### src/design/scint_pkg.sv
// Constants, types and character codes for the service console interpreter
// What this block does
// - Only octal digits, the command letters and / . + @ CR LF form commands; others are errors.
// - Octal number then slash opens that 17-bit memory address; zeros optional.
// - Cell command with octal operand opens that internal register cell.
// - Step command closes current cell, opens next consecutive address or number.
// - Close command closes current cell and leaves none open.
// - Indirect command opens memory cell addressed by current cell's value.
// - Number then CR/LF/NL writes open cell; CR also opens next cell.
// - P resumes execution at the address held in internal cell 4.
// - nR issues I/O reset, clears map unit, starts execution at n.
// - I issues I/O reset and clears map unit, no execution start.
// - nL loads program from device n; bit 15 set means high speed.
// - F starts a bootstrap load from the service cassette device.
// - K discards the typed line and prints question mark, new line.
// - Unrecognised character prints question mark followed by new line.
// - Absent memory reads print all ones; writes there still read ones.
// - Unassigned internal cell numbers may return arbitrary data, no error.
// - Opening any cell prints its contents in octal.
// - Cells 0-3 accumulators, 4 return, 5 stack, 6 frame, 7 IE, 11 switches, 12 carry.
// - Entering console prints the low 16 bits of the saved program counter in octal and a ! prompt.
package scint_pkg;
   localparam int ADDR_W = 17;
   localparam int WORD_W = 16;
   localparam int CELL_W = 4;
   localparam int CHAR_W = 8;

   // Internal cell numbers
   localparam logic [CELL_W-1:0] CELL_RETURN = 4'h4;

   // Character codes
   localparam logic [7:0] CH_0     = 8'h30;
   localparam logic [7:0] CH_7     = 8'h37;
   localparam logic [7:0] CH_SLASH = 8'h2F;
   localparam logic [7:0] CH_CR    = 8'h0D;
   localparam logic [7:0] CH_LF    = 8'h0A;
   localparam logic [7:0] CH_SP    = 8'h20;
   localparam logic [7:0] CH_BANG  = 8'h21;
   localparam logic [7:0] CH_QUERY = 8'h3F;
   localparam logic [7:0] CH_P     = 8'h50;
   localparam logic [7:0] CH_R     = 8'h52;
   localparam logic [7:0] CH_I     = 8'h49;
   localparam logic [7:0] CH_L     = 8'h4C;
   localparam logic [7:0] CH_F     = 8'h46;
   localparam logic [7:0] CH_K     = 8'h4B;
   localparam logic [7:0] CH_CELL  = 8'h41;
   localparam logic [7:0] CH_CLOSE = 8'h2E;
   localparam logic [7:0] CH_STEP  = 8'h2B;
   localparam logic [7:0] CH_IND   = 8'h40;

   // Message kinds and their last index
   typedef enum logic [1:0] {PK_VALUE, PK_ERROR, PK_PROMPT, PK_ENTRY} scint_pkind_t;
   localparam logic [3:0] LAST_VALUE  = 4'h6;
   localparam logic [3:0] LAST_ERROR  = 4'h3;
   localparam logic [3:0] LAST_PROMPT = 4'h2;
   localparam logic [3:0] LAST_ENTRY  = 4'hA;
   localparam logic [WORD_W-1:0] WORD_ONES = 16'hFFFF;

   // Memory request towards the CPU memory port
   typedef struct packed {
      logic              req;
      logic              we;
      logic [ADDR_W-1:0] addr;
      logic [WORD_W-1:0] wdata;
   } scint_mem_t;

   // One-cycle control pulses towards the CPU, with their operands, which hold until the next command
   typedef struct packed {
      logic              io_reset;
      logic              map_clear;
      logic              run_start;
      logic [ADDR_W-1:0] run_addr;
      logic              load_start;
      logic [WORD_W-1:0] load_dev;
      logic              load_high;
      logic              boot_start;
   } scint_ctl_t;
endpackage

### src/design/scint_top.sv
// Service console interpreter: command decode, cell access and octal printing
`timescale 1ns/100ps
`default_nettype none
module scint_top #(
   parameter logic [7:0] CELL_CH  = scint_pkg::CH_CELL,
   parameter logic [7:0] CLOSE_CH = scint_pkg::CH_CLOSE,
   parameter logic [7:0] STEP_CH  = scint_pkg::CH_STEP,
   parameter logic [7:0] IND_CH   = scint_pkg::CH_IND
) (
   // Clock and reset
   input  wire logic                          core_clk_in,
   input  wire logic                          rst_n_in,
   // Terminal receive side
   input  wire logic                          rx_valid_in,
   input  wire logic [scint_pkg::CHAR_W-1:0]  rx_data_in,
   output var  logic                          rx_ready_out,
   // Terminal transmit side
   output var  logic                          tx_valid_out,
   output var  logic [scint_pkg::CHAR_W-1:0]  tx_data_out,
   input  wire logic                          tx_ready_in,
   // Memory port
   output var  scint_pkg::scint_mem_t         mem_out,
   input  wire logic                          mem_ack_in,
   input  wire logic                          mem_present_in,
   input  wire logic [scint_pkg::WORD_W-1:0]  mem_rdata_in,
   // Internal cell port
   output var  logic [scint_pkg::CELL_W-1:0]  cell_sel_out,
   output var  logic                          cell_we_out,
   output var  logic [scint_pkg::WORD_W-1:0]  cell_wdata_out,
   input  wire logic [scint_pkg::WORD_W-1:0]  cell_rdata_in,
   // CPU control
   input  wire logic                          enter_in,
   input  wire logic [scint_pkg::ADDR_W-1:0]  enter_pc_in,
   output var  scint_pkg::scint_ctl_t         ctl_out,
   output var  logic                          console_active_out
);
   import scint_pkg::*;

   typedef enum logic [2:0] {
      ST_IDLE, ST_MEM_RD, ST_CELL_RD, ST_MEM_WR, ST_RUN_RD, ST_PRINT
   } scint_state_t;

   scint_state_t      state;
   scint_pkind_t      pkind;
   logic [3:0]        pidx;
   logic [WORD_W-1:0] pval;
   logic [ADDR_W-1:0] num;
   logic              have_num;
   logic              is_open;
   logic              open_mem;
   logic [ADDR_W-1:0] cur_addr;
   logic [WORD_W-1:0] cur_val;
   logic              pend_step;

   // One octal digit of a six-digit word print, leftmost first
   function automatic logic [7:0] octal_char(input logic [3:0] k, input logic [WORD_W-1:0] v);
      logic [2:0] d;
      d = 3'h0;
      case (k)
         4'h0:    d = {2'h0, v[15]};
         4'h1:    d = v[14:12];
         4'h2:    d = v[11:9];
         4'h3:    d = v[8:6];
         4'h4:    d = v[5:3];
         default: d = v[2:0];
      endcase
      return CH_0 + {5'h00, d};
   endfunction

   // Character at a message position plus a last-character flag
   function automatic logic [8:0] msg_char(input scint_pkind_t k, input logic [3:0] i,
                                           input logic [WORD_W-1:0] v);
      logic [7:0] c;
      c = CH_SP;
      unique case (k)
         PK_VALUE:  c = (i < LAST_VALUE) ? octal_char(i, v) : CH_SP;
         PK_ERROR:  c = (i == 4'h0) ? CH_QUERY : (i == 4'h1) ? CH_CR :
                        (i == 4'h2) ? CH_LF : CH_BANG;
         PK_PROMPT: c = (i == 4'h0) ? CH_CR : (i == 4'h1) ? CH_LF : CH_BANG;
         PK_ENTRY:  c = (i == 4'h0) ? CH_CR : (i == 4'h1) ? CH_LF :
                        (i < 4'h8) ? octal_char(i - 4'h2, v) :
                        (i == 4'h8) ? CH_CR : (i == 4'h9) ? CH_LF : CH_BANG;
      endcase
      return {(i == msg_last(k)), c};
   endfunction

   function automatic logic [3:0] msg_last(input scint_pkind_t k);
      logic [3:0] l;
      l = LAST_VALUE;
      unique case (k)
         PK_VALUE:  l = LAST_VALUE;
         PK_ERROR:  l = LAST_ERROR;
         PK_PROMPT: l = LAST_PROMPT;
         PK_ENTRY:  l = LAST_ENTRY;
      endcase
      return l;
   endfunction

   // Input character classification
   wire       accept    = rx_valid_in && rx_ready_out && (state == ST_IDLE);
   wire [7:0] ch        = rx_data_in;
   wire       is_digit  = (ch >= CH_0) && (ch <= CH_7);
   wire [2:0] digit_val = ch[2:0];
   wire       is_eol    = (ch == CH_CR) || (ch == CH_LF);
   wire [ADDR_W-1:0] num_shift = {num[ADDR_W-4:0], digit_val};
   wire [ADDR_W-1:0] step_addr = open_mem ? cur_addr + 17'h00001 :
                                 {13'h0000, cur_addr[CELL_W-1:0] + 4'h1};
   wire [ADDR_W-1:0] ind_addr  = {1'b0, cur_val};
   wire [WORD_W-1:0] mem_word  = mem_present_in ? mem_rdata_in : WORD_ONES;
   wire [8:0]        pchar     = msg_char(pkind, pidx, pval);
   wire              tx_free   = !tx_valid_out || tx_ready_in;

   // Terminal receive handshake, at most one character per two cycles while idle
   always_ff @(posedge core_clk_in or negedge rst_n_in) begin
      if (!rst_n_in) begin
         rx_ready_out <= 1'b0;
      end else begin
         rx_ready_out <= (state == ST_IDLE) && !accept && console_active_out;
      end
   end

   // Main interpreter sequence
   always_ff @(posedge core_clk_in or negedge rst_n_in) begin
      if (!rst_n_in) begin
         state              <= ST_PRINT;
         pkind              <= PK_ENTRY;
         pidx               <= 4'h0;
         pval               <= 16'h0000;
         num                <= 17'h00000;
         have_num           <= 1'b0;
         is_open            <= 1'b0;
         open_mem           <= 1'b0;
         cur_addr           <= 17'h00000;
         cur_val            <= 16'h0000;
         pend_step          <= 1'b0;
         tx_valid_out       <= 1'b0;
         tx_data_out        <= 8'h00;
         mem_out            <= '0;
         cell_sel_out       <= 4'h0;
         cell_we_out        <= 1'b0;
         cell_wdata_out     <= 16'h0000;
         ctl_out            <= '0;
         console_active_out <= 1'b1;
      end else begin
         ctl_out.io_reset   <= 1'b0;
         ctl_out.map_clear  <= 1'b0;
         ctl_out.run_start  <= 1'b0;
         ctl_out.load_start <= 1'b0;
         ctl_out.boot_start <= 1'b0;
         cell_we_out        <= 1'b0;
         if (tx_valid_out && tx_ready_in) begin
            tx_valid_out <= 1'b0;
         end
         if (enter_in && !console_active_out) begin
            console_active_out <= 1'b1;
            is_open            <= 1'b0;
            have_num           <= 1'b0;
            num                <= 17'h00000;
            pkind              <= PK_ENTRY;
            pidx               <= 4'h0;
            pval               <= enter_pc_in[WORD_W-1:0];
            state              <= ST_PRINT;
         end else begin
            unique case (state)
               ST_IDLE: begin
                  if (accept) begin
                     have_num <= 1'b0;
                     num      <= 17'h00000;
                     if (is_digit) begin
                        num      <= num_shift;
                        have_num <= 1'b1;
                     end else if (ch == CH_SLASH && have_num) begin
                        open_mem <= 1'b1;
                        cur_addr <= num;
                        mem_out  <= '{req: 1'b1, we: 1'b0, addr: num, wdata: 16'h0000};
                        state    <= ST_MEM_RD;
                     end else if (ch == CELL_CH && have_num) begin
                        open_mem     <= 1'b0;
                        cur_addr     <= num;
                        cell_sel_out <= num[CELL_W-1:0];
                        state        <= ST_CELL_RD;
                     end else if (ch == STEP_CH && is_open && !have_num) begin
                        cur_addr <= step_addr;
                        if (open_mem) begin
                           mem_out <= '{req: 1'b1, we: 1'b0, addr: step_addr,
                                        wdata: 16'h0000};
                           state   <= ST_MEM_RD;
                        end else begin
                           cell_sel_out <= step_addr[CELL_W-1:0];
                           state        <= ST_CELL_RD;
                        end
                     end else if (ch == CLOSE_CH && !have_num) begin
                        is_open <= 1'b0;
                        pkind   <= PK_PROMPT;
                        pidx    <= 4'h0;
                        state   <= ST_PRINT;
                     end else if (ch == IND_CH && is_open && !have_num) begin
                        open_mem <= 1'b1;
                        cur_addr <= ind_addr;
                        mem_out  <= '{req: 1'b1, we: 1'b0, addr: ind_addr,
                                      wdata: 16'h0000};
                        state    <= ST_MEM_RD;
                     end else if (is_eol && is_open) begin
                        pend_step <= (ch == CH_CR);
                        if (have_num && open_mem) begin
                           mem_out <= '{req: 1'b1, we: 1'b1, addr: cur_addr,
                                        wdata: num[WORD_W-1:0]};
                           state   <= ST_MEM_WR;
                        end else begin
                           if (have_num) begin
                              cell_we_out    <= 1'b1;
                              cell_sel_out   <= cur_addr[CELL_W-1:0];
                              cell_wdata_out <= num[WORD_W-1:0];
                           end
                           state <= ST_MEM_WR;
                        end
                     end else if (is_eol && !have_num) begin
                        pkind <= PK_PROMPT;
                        pidx  <= 4'h0;
                        state <= ST_PRINT;
                     end else if (ch == CH_P && !have_num) begin
                        cell_sel_out <= CELL_RETURN;
                        state        <= ST_RUN_RD;
                     end else if (ch == CH_R && have_num) begin
                        ctl_out.io_reset   <= 1'b1;
                        ctl_out.map_clear  <= 1'b1;
                        ctl_out.run_start  <= 1'b1;
                        ctl_out.run_addr   <= num;
                        console_active_out <= 1'b0;
                        is_open            <= 1'b0;
                     end else if (ch == CH_I && !have_num) begin
                        ctl_out.io_reset  <= 1'b1;
                        ctl_out.map_clear <= 1'b1;
                        pkind             <= PK_PROMPT;
                        pidx              <= 4'h0;
                        state             <= ST_PRINT;
                     end else if (ch == CH_L && have_num) begin
                        ctl_out.load_start <= 1'b1;
                        ctl_out.load_dev   <= num[WORD_W-1:0];
                        ctl_out.load_high  <= num[WORD_W-1];
                        console_active_out <= 1'b0;
                        is_open            <= 1'b0;
                     end else if (ch == CH_F && !have_num) begin
                        ctl_out.boot_start <= 1'b1;
                        console_active_out <= 1'b0;
                        is_open            <= 1'b0;
                     end else begin
                        pkind <= PK_ERROR;
                        pidx  <= 4'h0;
                        state <= ST_PRINT;
                     end
                  end
               end
               ST_MEM_RD: begin
                  if (mem_ack_in) begin
                     mem_out.req <= 1'b0;
                     is_open     <= 1'b1;
                     cur_val     <= mem_word;
                     pval        <= mem_word;
                     pkind       <= PK_VALUE;
                     pidx        <= 4'h0;
                     state       <= ST_PRINT;
                  end
               end
               ST_CELL_RD: begin
                  is_open <= 1'b1;
                  cur_val <= cell_rdata_in;
                  pval    <= cell_rdata_in;
                  pkind   <= PK_VALUE;
                  pidx    <= 4'h0;
                  state   <= ST_PRINT;
               end
               ST_MEM_WR: begin
                  if (mem_out.req) begin
                     if (mem_ack_in) begin
                        mem_out.req <= 1'b0;                               // Idle a cycle before reading on
                     end
                  end else begin
                     if (pend_step) begin
                        cur_addr <= step_addr;
                        if (open_mem) begin
                           mem_out <= '{req: 1'b1, we: 1'b0, addr: step_addr,
                                        wdata: 16'h0000};
                           state   <= ST_MEM_RD;
                        end else begin
                           cell_sel_out <= step_addr[CELL_W-1:0];
                           state        <= ST_CELL_RD;
                        end
                     end else begin
                        is_open <= 1'b0;
                        pkind   <= PK_PROMPT;
                        pidx    <= 4'h0;
                        state   <= ST_PRINT;
                     end
                  end
               end
               ST_RUN_RD: begin
                  ctl_out.run_start  <= 1'b1;
                  ctl_out.run_addr   <= {1'b0, cell_rdata_in};
                  console_active_out <= 1'b0;
                  is_open            <= 1'b0;
                  state              <= ST_IDLE;
               end
               ST_PRINT: begin
                  if (tx_free) begin
                     tx_valid_out <= 1'b1;
                     tx_data_out  <= pchar[7:0];
                     if (pchar[8]) begin
                        state <= ST_IDLE;
                     end else begin
                        pidx <= pidx + 4'h1;
                     end
                  end
               end
            endcase
         end
      end
   end
endmodule
`default_nettype wire

### config.mk
export PLATFORM = sky130hd
export DESIGN_NAME = scint_top
export DESIGN_NICKNAME = d
export VERILOG_FILES = /design/src/design/scint_pkg.sv /design/src/design/scint_top.sv
export SDC_FILE = /design/constraint.sdc
export NUM_CORES = 1
export LEC_CHECK = 0
export ABC_AREA = 0
export BUFFER_PORTS_ARGS = -buffer_cell sky130_fd_sc_hd__buf_2
export CAP_MARGIN = 25
export CORE_MARGIN = 10
export CORE_UTILIZATION = 34
export CTS_BUF_LIST = sky130_fd_sc_hd__clkbuf_16
export DETAILED_ROUTE_END_ITERATION = 10
export SYNTH_ARGS = -nofsm -noshare
export SYNTH_HDL_FRONTEND = slang
export SYNTH_SLANG_ARGS = --single-unit
### constraint.sdc
create_clock -name core_clk_in -period 2.34 [get_ports core_clk_in]
set_input_delay 0.234 -clock core_clk_in [delete_from_list [all_inputs] [get_ports core_clk_in]]
set_output_delay 0.234 -clock core_clk_in [all_outputs]
set_load 0.1 [all_outputs]
After elaboration in Yosys (flattened, before gate mapping):

Cells that the tools add are included.

* register bits: 185
* bits in latches: 0
* RAM bits: 0
* ROM bits: 0
* input bits: 64
* output and inout bits: 106
* logic and storage cells: 413
* memories: 0

* $add $sub $neg: 6
* multipliers: 0
* divide/modulo/power cells: 0
* magnitude comparators: 4
* equal/unequal tests: 92
* shift-type cells: 0
* mux-type cells: 206
* bitwise logic cells: 13
* reduce and logical (&&, ||, !) cells: 62

Operators with widths (count)
* two-way mux 39 bit: 11
* two-way mux 35 bit: 12
* two-way mux 17 bit: 14
* two-way mux 4 bit: 35
* case mux 34 bit (2 select lines): 1
* two-way mux 3 bit: 22
* two-way mux 19 bit: 3
* equality test 8 x 7 -> 1 bit (second input constant): 7
* two-way mux 1 bit: 55
* != test 3 bit (second input constant): 17
* two-way mux 16 bit: 3
* AND reduction 15 bit: 3
* two-way mux 2 bit: 22
* two-way mux 6 bit: 7
* AND reduction 13 bit: 3
* two-way mux 18 bit: 2
* != test 4 bit (second input constant): 9
* case mux 18 bit (2 select lines): 1
* != test 5 bit (second input constant): 7
* two-way mux 34 bit: 1
* case mux 17 bit (2 select lines): 1
* case mux 16 bit (2 select lines): 1
* case mux 8 bit (4 select lines): 1
* case mux 3 bit (5 select lines): 2
* 56 further kinds: 143

Logic depth before layout (Yosys ltp):

Gate-level depths: netlist of the first run.

* word-level depth: 18
* gate-level depth with buffers: 10
* mapped depth without buffers: 8

Worst setup path after synthesis of the first run:

Ideal clock, no wire load.

* kind: register to register
* from: register rx_ready_out
* to: register mem_out[25] in the netlist's numbering
* library setup time: 0.128 ns
* arrival: 2.599 ns
* required time: 2.212 ns
* path slack: -0.388 ns
* cell stages (with the launch flop): 8
* clock period less this slack: 2.728 ns
* cells stage by stage: dfrtp_1 a2111oi_0 a21oi_1 o211ai_1 o22ai_4 nand2_4 buf_6 mux2_1

* word-level cells in the longest chain between the ends: 4

RTL lines
* start, declared: RTL line scint_top.sv:16 `output var logic rx_ready_out,`
* start signal, assigned: RTL line scint_top.sv:118 `rx_ready_out <= (state == ST_IDLE) && !accept && console_active_out;`
* logical AND 1 bit (2 in series): RTL line scint_top.sv:100 `wire accept = rx_valid_in && rx_ready_out && (state == ST_IDLE);`
* != test 2 bit (no line)
* AND reduction 12 bit (no line)
* end signal, assigned: RTL line scint_top.sv:175 `mem_out <= '{req: 1'b1, we: 1'b0, addr: num, wdata: 16'h0000};`
* end signal, assigned: RTL line scint_top.sv:185 `mem_out <= '{req: 1'b1, we: 1'b0, addr: step_addr,`
* end signal, assigned: RTL line scint_top.sv:200 `mem_out <= '{req: 1'b1, we: 1'b0, addr: ind_addr,`
* end, declared: RTL line scint_top.sv:22 `output var scint_pkg::scint_mem_t mem_out,`

Every way passes these cells.
A chain may end at the register's enable or synchronous reset.

Final worst setup path of the first run:

* from: register have_num
* to: register mem_out[16] in the netlist's numbering

* word-level cells in the longest chain between the ends: 10

RTL lines
* start, declared: RTL line scint_top.sv:48 `logic have_num;`
* start signal, assigned: RTL line scint_top.sv:130 `have_num <= 1'b0;`
* start signal, assigned: RTL line scint_top.sv:157 `have_num <= 1'b0;`
* start signal, assigned: RTL line scint_top.sv:167 `have_num <= 1'b0;`
* logical NOT 1 bit: RTL line scint_top.sv:182, scint_top.sv:192, scint_top.sv:197
* logical AND 1 bit: RTL line scint_top.sv:197 `end else if (ch == IND_CH && is_open && !have_num) begin`
* two-way mux 35 bit: RTL line scint_top.sv:197
* two-way mux 35 bit: RTL line scint_top.sv:192 `end else if (ch == CLOSE_CH && !have_num) begin`
* two-way mux 35 bit: RTL line scint_top.sv:182 `end else if (ch == STEP_CH && is_open && !have_num) begin`
* two-way mux 35 bit: RTL line scint_top.sv:177 `end else if (ch == CELL_CH && have_num) begin`
* two-way mux 35 bit: RTL line scint_top.sv:172 `end else if (ch == CH_SLASH && have_num) begin`
* two-way mux 35 bit: RTL line scint_top.sv:169 `if (is_digit) begin`
* two-way mux 35 bit: RTL line scint_top.sv:166 `if (accept) begin`
* case mux 34 bit (2 select lines): RTL line scint_top.sv:164 `unique case (state)`

Parallel ways exist; a longest one is shown, timed or not. The select of a mux whose other input is x is not followed.

==> reports/results.ini, run 1 <==
[run_status]
status = finished with violations
violations = setup timing

[routing]
wirelength_mm = 40.7
dr_total_vias = 10400
drt_iter0_drc = 1041
wl_per_cell_um = 22.7
drt_first_pass_iters = 5
ant_nets = 0
drc = 0
avgViaCountPerCell = 5.79

[sta]
slew_violations = 0
clock_skew_ns = 0.0120
finalCriticalPeriod_ns = 2.35
rsz0062_at_grt = true
maxSlewHeadroom = 0.407
setup_ws_ns = -0.00983
hold_viol = 0
setup_viol = 2
fmax_mhz = 426
fin_crit_sh = 1.00
worst_slew_pin_slew_ns = 0.888
hold_slack_ns = 0.0297
fin_tns_setup_ns = -0.0186

[critical_path]
critical_path.max_fanout = 8
setup.worst_path.class = register to register
required_ns = 2.67
reg2reg_to = mem_out[16]$_DFFE_PN0P_
critical_path.endpoint_type = register
rr_worst_depth = 9
crit_path_start_kind = register
arrival_ns = 2.68
reg2reg_from = have_num$_DFFE_PN0P_
r2r_slack_ns = -0.01

[clock_network]
cts_root_buffer = clkbuf_16
cts_buffers = 17
clkLatencyLatePin_ns = 0.44
clockBufferDepth = 2
cts_num_sinks = 181
clkTransAtPathRegs_ns = 0.07
cts_tree = done
htree_levels = 4

[grt]
overflow = 0
grt_use_total = 0.206
grt_pass1_wl_mm = 62.3
grt_max_degree = 60
antenna_found_initial = 1
first_global_vias = 10200

[cells_and_area]
syn_to_final_growth_pct = 30.3
layout.nets = 1457
fin_cells = 1794
drive_above_1_share = 0.354

[die]
die_w_um = 195
dieArea_um2 = 38200
num_rows = 64
die_h_um = 195
initial_core_util = 0.343
core-area_um2 = 30500
num_io_pins = 170

[yosys]
ys_ff_latch = 181
netlist_area_um2 = 10500
async_reset_ff_frac = 1.00
ys_seq_area_frac = 0.434
ys_types = 85
yosys_warnings = 0
synth_flop_cell = dfrtp_1
synth_edf_count = 0
synthCells = 1143
avgSynthCellArea_um2 = 9.15

[placement]
placed_cells = 1743
post-place-ws_ns = -0.238
gp_congestion = 0.962
hpwlAfterDp_mm = 29.5
port_buffers = 166

[flow_run]
max_cap_viol_count = 0

[power_and_ir_drop]
vdd_drop_max_v = 0.000511
power.density_nw_per_um2 = 1240
power.leakage_nw = 6.51

[hold_path]
hold_depth = 3
holdCritPathClass = input pin to register
hold_end = pval[2]$_DFFE_PN0P_
hp-start = enter_pc_in[2]

cells by family (layout without fill, tap and decap cells):
kind of cell	Yosys count	in the layout	share of synthesized area
and+or+nand+nor	391	391	0.188
AOI/OAI and AO/OA	350	350	0.233
DFF	181	181	0.434
buffers and inverters	132	385	0.0519
muxes	65	65	0.0714
xor gates and xnor gates	15	15	0.0126
adders and majority gates	8	8	0.00957
other	1	3	0.000358
cell usage after synthesis (8+ instances only):
| cell | number | area share |
|---|---|---|
| a22o_1 | 18 | 0.015 |
| xnor2_1 | 10 | 0.0084 |
| ha_1 | 8 | 0.0096 |
| a22oi_1 | 43 | 0.031 |
| and3_1 | 13 | 0.0078 |
| mux2i_1 | 9 | 0.0086 |
| a32oi_1 | 9 | 0.0075 |
| dfrtp_1 | 176 | 0.42 |
| buf_1 | 8 | 0.0029 |
| inv_1 | 33 | 0.012 |
| a21bo_2 | 16 | 0.015 |
| a21oi_1 | 79 | 0.038 |
| o31ai_1 | 8 | 0.0057 |
| o211ai_1 | 18 | 0.013 |
| nand2b_1 | 15 | 0.0090 |
| nor3_1 | 12 | 0.0057 |
| a31oi_1 | 12 | 0.0072 |
| buf_2 | 8 | 0.0038 |
| nand4_1 | 27 | 0.016 |
| nor2_1 | 58 | 0.021 |
| nand3_1 | 31 | 0.015 |
| mux2_2 | 42 | 0.045 |
| o21ai_0 | 64 | 0.031 |
| or2_2 | 18 | 0.011 |
| nand2_1 | 152 | 0.055 |
| a211oi_1 | 8 | 0.0057 |
| nor2b_1 | 9 | 0.0054 |
| or3_1 | 10 | 0.0060 |
| clkbuf_1 | 76 | 0.027 |
worst max-delay path, cell delays in order (launching register included):
cell and delay [ns]:
dfrtp_1 0.44, buf_6 0.15, nor4bb_4 0.25, buf_4 0.18, o211a_1 0.18, a2111oi_4 0.05, o22ai_4 0.25, nand2_4 0.13
bufbuf_16 0.31, mux2_1 0.31
layout by cell type (no fill, tap or decap), types with 10 or more instances in the layout:
master and instances:
a22oi_1 43, a21oi_1 75, dfrtp_1 173, nor2_1 52
inv_1 34, buf_2 165, nand2b_1 14, nand2_1 150
a31oi_1 12, clkbuf_16 19, o21ai_0 61, nand4_1 27
o211ai_1 18, buf_4 131, mux2_2 40, a21bo_2 16
and3_1 11, nand3_1 28, xnor2_1 10, buf_12 14
or2_2 13, a22o_1 18
layout make-up:
type | instances | area, um^2
diodes | 1 | 2.50
clock buffers | 17 | 425
clock inverters | 14 | 105
fillers | 2946 | 16900
inverters | 33 | 124
multi-input cells | 831 | 5650
flip-flops and latches | 181 | 4550
well taps | 396 | 495
repair buffers | 321 | 2280
flip-flops by register name, summed over array words and instances (netlist names), 2 cells and up:
name            count
cell_sel_out        4
cell_wdata_out     16
ctl_out            37
cur_addr           17
cur_val            16
mem_out            35
num                17
pidx                4
pkind               2
pval               16
state               3
tx_data_out         6
routing by layer:
layer | GRT usage | vias up | share of wire
li1 | - | 4661 | -
met1 | 0.278 | 5090 | 0.43
met2 | 0.311 | 558 | 0.45
met3 | 0.0490 | 81 | 0.093
met4 | 0.0775 | 2 | 0.031
met5 | 0 | - | 0.0013
worst max-delay path by stage:
stage                                   end  cells after the start  slack (ns)            startpoint
floorplan           mem_out[27]$_DFFE_PN0P_                      9       0.006         rx_data_in[4]
global placement        pidx[0]$_DFFE_PN0P_                      8       -0.22         rx_data_in[5]
detailed placement      pidx[0]$_DFFE_PN0P_                      8       -0.24         rx_data_in[5]
CTS                 mem_out[16]$_DFFE_PN0P_                      9       -0.04  have_num$_DFFE_PN0P_
global route        mem_out[20]$_DFFE_PN0P_                      9       -0.09  have_num$_DFFE_PN0P_
finish              mem_out[16]$_DFFE_PN0P_                      9       -0.01  have_num$_DFFE_PN0P_
where the power goes:
part	total (W)	internal, W	switching, W
clock network	0.00273	0.00137	0.00137
logic	0.00925	0.00311	0.00614
registers	0.00486	0.00401	0.000854
total	0.0168	0.00848	0.00836
per-stage QoR:
step                      power (W)   util  area (um^2)
after CTS                    0.0165  0.436        13300
final                        0.0168  0.447        13600
after global routing         0.0178  0.447        13600
after detailed placement     0.0135  0.414        12600
after floorplan              0.0108      -        10500
after global placement       0.0135  0.414        12600
repair_timing:
| item | in CTS | in global routing |
|---|---|---|
| resized for setup | 8 | 49 |
| setup endpoints to repair | 44 | 107 |
| pin swaps | 6 | 9 |
| hold buffers | 1 | 0 |
| hold endpoints to repair | 50 | 0 |
| cloned | 2 | 3 |
| buffers inserted | 5 | 10 |
No activity file was read; power rests on OpenSTA's default activity.
==> run 2, diff against run 1 <==
==> constraint.sdc (replaced) <==
create_clock -name core_clk_in -period 2.6 [get_ports core_clk_in]
set_input_delay 0.26 -clock core_clk_in [delete_from_list [all_inputs] [get_ports core_clk_in]]
set_output_delay 0.26 -clock core_clk_in [all_outputs]
set_load 0.1 [all_outputs]
==> reports/results.ini, run 2 (synthesized netlist as in run 1, its figures left out) <==
[run_status]
status = finished clean

[flow_run]
max_cap_viol_count = 0  ; unchanged

[critical_path]
cp_slowest_cell = nor2_1
arrival_ns = 2.90  ; +0.22 ns
path_cells = nor2b_1 -> and2_1 -> nor2_1 -> nand3_1 -> o211ai_1 -> mux2_2
crit_family = simple AND/OR/NAND/NOR gates
required_ns = 3.00  ; +0.33 ns
critical_path.endpoint_type = register
setup.worst_path.class = register to register
rr_worst_depth = 6  ; -3
critical_path.max_fanout = 11  ; +3
r2r_slack_ns = 0.10  ; +0.11 ns
path_buf_inv = 0  ; -3
crit_path_start_kind = register
max_stage_delay_ns = 0.79  ; +0.35 ns
reg2reg_to = mem_out[21]$_DFFE_PN0P_
reg2reg_from = state[2]$_DFFE_PN1P_

[power_and_ir_drop]
vdd_drop_max_v = 0.000856  ; +67%
power.density_nw_per_um2 = 1150  ; -6.8%
power.leakage_nw = 6.12  ; -6.0%
power_w = 0.0148  ; -12%

[cells_and_area]
nFillCells = 3021  ; +2.5%
layout.nets = 1395  ; -4.3%
syn_to_final_growth_pct = 22.6
fin_cells = 1733  ; -3.4%
largest_reg_flops = 37  ; unchanged
final_common_cell = dfrtp_1
drive_above_1_share = 0.299  ; -0.0550
top_regs = ctl_out x37, mem_out x35
fin_area_um2 = 12800  ; -5.9%
layout_common_cells = 175 x dfrtp_1, 165 x buf_2, 152 x nand2_1
regMostFlops = ctl_out
fin_util = 0.420  ; -0.0262

[routing]
drt_iter0_drc = 1027  ; -1.3%
drc = 0  ; unchanged
wirelength_mm = 40.4  ; -0.78%
dr_total_vias = 10100  ; -3.2%
avgViaCountPerCell = 5.80  ; +0.18%
drt_first_pass_iters = 6  ; +1
wl_per_cell_um = 23.3  ; +2.7%
ant_nets = 0  ; unchanged

[hold_path]
hold_depth = 3  ; unchanged
holdCritPathClass = input pin to register
hold_end = pval[4]$_DFFE_PN0P_
hp-start = enter_pc_in[4]

[die]
initial_core_util = 0.343  ; unchanged
num_io_pins = 170  ; unchanged
num_rows = 64  ; unchanged
core-area_um2 = 30500  ; unchanged
die_w_um = 195  ; unchanged
die_h_um = 195  ; unchanged
dieArea_um2 = 38200  ; unchanged

[grt]
grt_use_total = 0.207  ; +0.000848
grt_pass1_wl_mm = 62.2  ; -0.20%
met2_usage = 0.320  ; +0.00936
met3_usage = 0.0498  ; +0.000856
grt-busiest-layer = met2
antenna_found_initial = 2  ; +1
first_global_vias = 9924  ; -2.6%
grt_max_degree = 60  ; unchanged
overflow = 0  ; unchanged
grt_use_met1 = 0.277  ; -0.000779

[sta]
finalCriticalPeriod_ns = 2.50  ; +0.147 ns
maxSlewHeadroom = 0.324  ; -0.0833
setup_viol = 0  ; -2
fmax_mhz = 400  ; -5.9%
hold_viol = 0  ; unchanged
fin_crit_sh = 0.960  ; -0.0437
slew_violations = 0  ; unchanged
worst_slew_pin_slew_ns = 1.01  ; +0.123 ns
rsz0062_at_grt = false
clock_skew_ns = 0.0250  ; +0.0130 ns

[placement]
placed_cells = 1699  ; -2.5%
port_buffers = 166  ; unchanged
gp_congestion = 0.979  ; +1.7%
hpwlAfterDp_mm = 29.6  ; +0.65%
dpl-instance-area_um2 = 12200  ; -3.4%

[clock_network]
cts_buffers = 17  ; unchanged
cts_num_sinks = 181  ; unchanged
clkLatencyLatePin_ns = 0.45  ; about the same
post_cts.repair.setup_buffers = 0  ; -5
cts_tree = done
htree_levels = 4  ; unchanged
clockBufferDepth = 2  ; unchanged
clkTransAtPathRegs_ns = 0.08  ; about the same
cts_root_buffer = clkbuf_16

run 2: cell types whose count changed in the layout (fill, tap and decap cells not counted), moves of 5 or more:
cell | previous run | this run
buf_12 | 14 | 9
or2_4 | 5 | 0
buf_4 | 131 | 81
or2_2 | 13 | 18
nor2_1 | 52 | 57
run 2: report_power, final:
group	switching, W	internal, W
sequential	0.000789	0.00360
clock	0.00127	0.00145
combinational	0.00532	0.00232
run 2: layer usage:
| metal | wire length [um] | vias to the layer above |
|---|---|---|
| met1 | 17800 | 4983 |
| met4 | 909 | 2 |
| met2 | 18500 | 465 |
| li1 | - | 4552 |
| met5 | 7 | - |
| met3 | 3190 | 55 |
run 2: tightest hold or removal path, stage by stage:
cell and delay (ns):
buf_2 0.07, a22oi_1 0.06, nand2_1 0.06
run 2: how the worst max path moves through the flow:
stage / from / endpoint / slack (ns) / cells past startpoint
2_1_floorplan: console_active_out$_DFFE_PN1P_ / ctl_out[10]$_DFFE_PN0P_ / 0.09 / 7
3_3_place_gp: rx_data_in[4] / mem_out[29]$_DFFE_PN0P_ / -0.03 / 8
3_5_place_dp: rx_data_in[4] / mem_out[24]$_DFFE_PN0P_ / -0.06 / 7
4_1_cts: have_num$_DFFE_PN0P_ / mem_out[24]$_DFFE_PN0P_ / 0.05 / 6
5_1_grt: state[2]$_DFFE_PN1P_ / mem_out[21]$_DFFE_PN0P_ / 0.03 / 6
6_report: state[2]$_DFFE_PN1P_ / mem_out[21]$_DFFE_PN0P_ / 0.10 / 6
run 2: through the flow:
step	setup TNS (ns)	hold WS, ns	setup WS (ns)
2_1_floorplan	0	-0.0356	0.0895
3_3_place_gp	-0.155	0.308	-0.0307
3_5_place_dp	-0.125	0.304	-0.0552
4_1_cts	0	0.0328	0.0462
5_1_grt	0	0.0340	0.0347
6_report	0	0.0486	0.103
run 2: layout make-up:
type / count / area (um^2) / share of cell area
diodes: 1 / 2.50 / 0.000195
clock buffers: 17 / 425 / 0.0332
clock inverters: 15 / 174 / 0.0136
inverters: 33 / 124 / 0.00966
multi-input cells: 831 / 5410 / 0.422
flip-flops and latches: 181 / 4540 / 0.354
well taps: 396 / 495 / 0.0386
repair buffers: 259 / 1660 / 0.129
run 2: what timing repair did:
item | in CTS | in global routing
hold buffers | 1 | 0
resized for setup | 0 | 2
endpoints found under the setup margin | 0 | 5
endpoints found under the hold margin | 51 | 0
==> run 3, diff against run 2 <==
--- a/config.mk
+++ b/config.mk
@@ -8,6 +8,7 @@
 export ABC_AREA = 0
 export BUFFER_PORTS_ARGS = -buffer_cell sky130_fd_sc_hd__buf_2
 export CAP_MARGIN = 25
+export CORE_ASPECT_RATIO = 0.9
 export CORE_MARGIN = 10
 export CORE_UTILIZATION = 34
 export CTS_BUF_LIST = sky130_fd_sc_hd__clkbuf_16
==> reports/results.ini, run 3 (synthesized netlist as in run 1, its figures left out) <==
[cells_and_area]
layout.nets = 1402  ; +0.50%
nFillCells = 2949  ; -2.4%
antenna_cells = 0  ; -1
top_regs = ctl_out x37, mem_out x35
multiInputGateArea_um2 = 5410  ; about the same
largest_reg_flops = 37  ; unchanged
syn_to_final_growth_pct = 23.2
layout_common_cells = 175 x dfrtp_1, 165 x buf_2, 152 x nand2_1
regArea_um2 = 4540  ; unchanged
final_common_cell = dfrtp_1
fin_area_um2 = 12900  ; +0.49%
regMostFlops = ctl_out
drive_above_1_share = 0.304  ; +0.00514

[routing]
wl_met1_mm = 17.9  ; +0.24%
drt_first_pass_iters = 6  ; unchanged
route.met3.wl_mm = 3.41  ; +6.6%
drc = 0  ; unchanged
dr.max_layer_used = met4
drt_iter0_drc = 1125  ; +9.5%
ant_nets = 0  ; unchanged
wl_per_cell_um = 22.7  ; -2.6%
dr_total_vias = 10100  ; +0.43%
wirelength_mm = 39.7  ; -1.8%
avgViaCountPerCell = 5.78  ; -0.32%
wl_met2_mm = 17.7  ; -4.3%

[die]
die_w_um = 205  ; +4.9%
num_io_pins = 170  ; unchanged
dieArea_um2 = 38200  ; about the same
num_rows = 60  ; -6.3%
initial_core_util = 0.348  ; +0.00462
core-area_um2 = 30100  ; -1.3%
die_h_um = 186  ; -4.6%

[critical_path]
critical_path.max_fanout = 14  ; +3
arrival_ns = 2.83  ; -0.07 ns
rr_worst_depth = 7  ; +1
critical_path.endpoint_type = register
required_ns = 2.93  ; -0.07 ns
max_stage_delay_ns = 0.56  ; -0.23 ns
path_cells = or3b_2 -> nor3_4 -> buf_12 -> mux2_2 -> mux2i_1 -> o21ai_0 -> mux2_4
crit_path_start_kind = register
cp_slowest_cell = or3b_2
setup.worst_path.class = register to register

[sta]
finalCriticalPeriod_ns = 2.50  ; +0.00168 ns
setup_viol = 0  ; unchanged
slew_violations = 0  ; unchanged
hold_viol = 0  ; unchanged
fin_crit_sh = 0.961  ; about the same
setup_ws_ns = 0.101  ; -0.00168 ns
clock_skew_ns = 0.0213  ; -0.00368 ns
rsz0062_at_grt = false
maxSlewHeadroom = 0.296  ; -0.0279
worst_slew_pin_slew_ns = 1.06  ; +0.0444 ns
fmax_mhz = 400  ; about the same

[placement]
dpl-instance-area_um2 = 12300  ; +0.51%
post-place-ws_ns = -0.0426  ; +0.0126 ns
port_buffers = 166  ; unchanged
hpwlAfterDp_mm = 29.3  ; -1.3%
gp_congestion = 0.958  ; -2.1%

[power_and_ir_drop]
power.density_nw_per_um2 = 1140  ; -0.62%
vdd_drop_max_v = 0.000647  ; -24%
power.leakage_nw = 6.15  ; +0.53%

[clock_network]
cts_root_buffer = clkbuf_16
cts_tree = done
clockBufferDepth = 2  ; unchanged
htree_levels = 4  ; unchanged
cts_buffers = 17  ; unchanged
clkLatencyLatePin_ns = 0.45  ; about the same
cts_num_sinks = 181  ; unchanged
clkTransAtPathRegs_ns = 0.07  ; about the same

[grt]
grt_max_degree = 54  ; -10%
antenna_found_initial = 0  ; -2
grt_use_total = 0.203  ; -0.00338
first_global_vias = 9679  ; -2.5%
overflow = 0  ; unchanged
grt_pass1_wl_mm = 60.8  ; -2.1%

[flow_run]
max_cap_viol_count = 0  ; unchanged

[run_status]
status = finished clean

[hold_path]
holdCritPathClass = input pin to register
hold_depth = 3  ; unchanged

## run 3: final cells by class
class                           instances  area share
Clock buffer                           17      0.0330
Timing Repair Buffer                  266       0.133
Tap cell                              403      0.0391
Clock inverter                         15      0.0129
Multi-Input combinational cell        831       0.420
Inverter                               33     0.00961
Sequential cell                       181       0.352
## run 3: metrics by stage
stage / util / hold WS (ns) / total power (W) / std cells / setup TNS (ns)
final: 0.428 / 0.0622 / 0.0147 / 1746 / 0
after floorplan: - / -0.0356 / 0.00971 / 1144 / 0
after CTS: 0.428 / 0.0439 / 0.0147 / 1745 / 0
after global routing: 0.428 / 0.0566 / 0.0155 / 1746 / 0
after detailed placement: 0.408 / 0.236 / 0.0120 / 1712 / -0.0649
after global placement: 0.407 / 0.231 / 0.0119 / 1711 / -0.273
## run 3: power by group
group | internal, W | leakage [nW] | switching [W]
Clock | 0.00137 | 0.294 | 0.00127
Sequential | 0.00360 | 2.35 | 0.000781
Combinational | 0.00237 | 3.51 | 0.00535
## run 3: critical path: cells and delay by family (launching register included)
kind | cells | cell delay, ns
compound gates | 1 | 0.14
flops | 1 | 0.45
buf+inv | 1 | 0.20
mux | 3 | 0.76
simple gates | 2 | 0.84
## run 3: path summary, 6_finish.rpt
check / start / endpoint / slack, ns
hold reg to reg: tx_data_out[5]$_DFFE_PN0P_ / tx_data_out[5]$_DFFE_PN0P_ / 0.48
setup / recovery: have_num$_DFFE_PN0P_ / mem_out[23]$_DFFE_PN0P_ / 0.10
hold / removal: enter_pc_in[0] / pval[0]$_DFFE_PN0P_ / 0.06
setup reg to reg: have_num$_DFFE_PN0P_ / mem_out[23]$_DFFE_PN0P_ / 0.10
max in group asynchronous: rst_n_in / state[0]$_DFFE_PN1P_ / 1.54
min in group asynchronous: rst_n_in / mem_out[33]$_DFFE_PN0P_ / 0.33
## run 3: repair_timing
item	CTS	global route
hold buffers	1	0
endpoints found under the hold margin	43	0
endpoints found under the setup margin	0	6
setup buffers	0	0
resized for setup	0	2
## run 3: layer usage
metal | vias up | global-route usage
li1 | 4565 | -
met1 | 4953 | 0.290
met2 | 536 | 0.303
met3 | 46 | 0.0460
met4 | 0 | 0.0503
met5 | - | 0
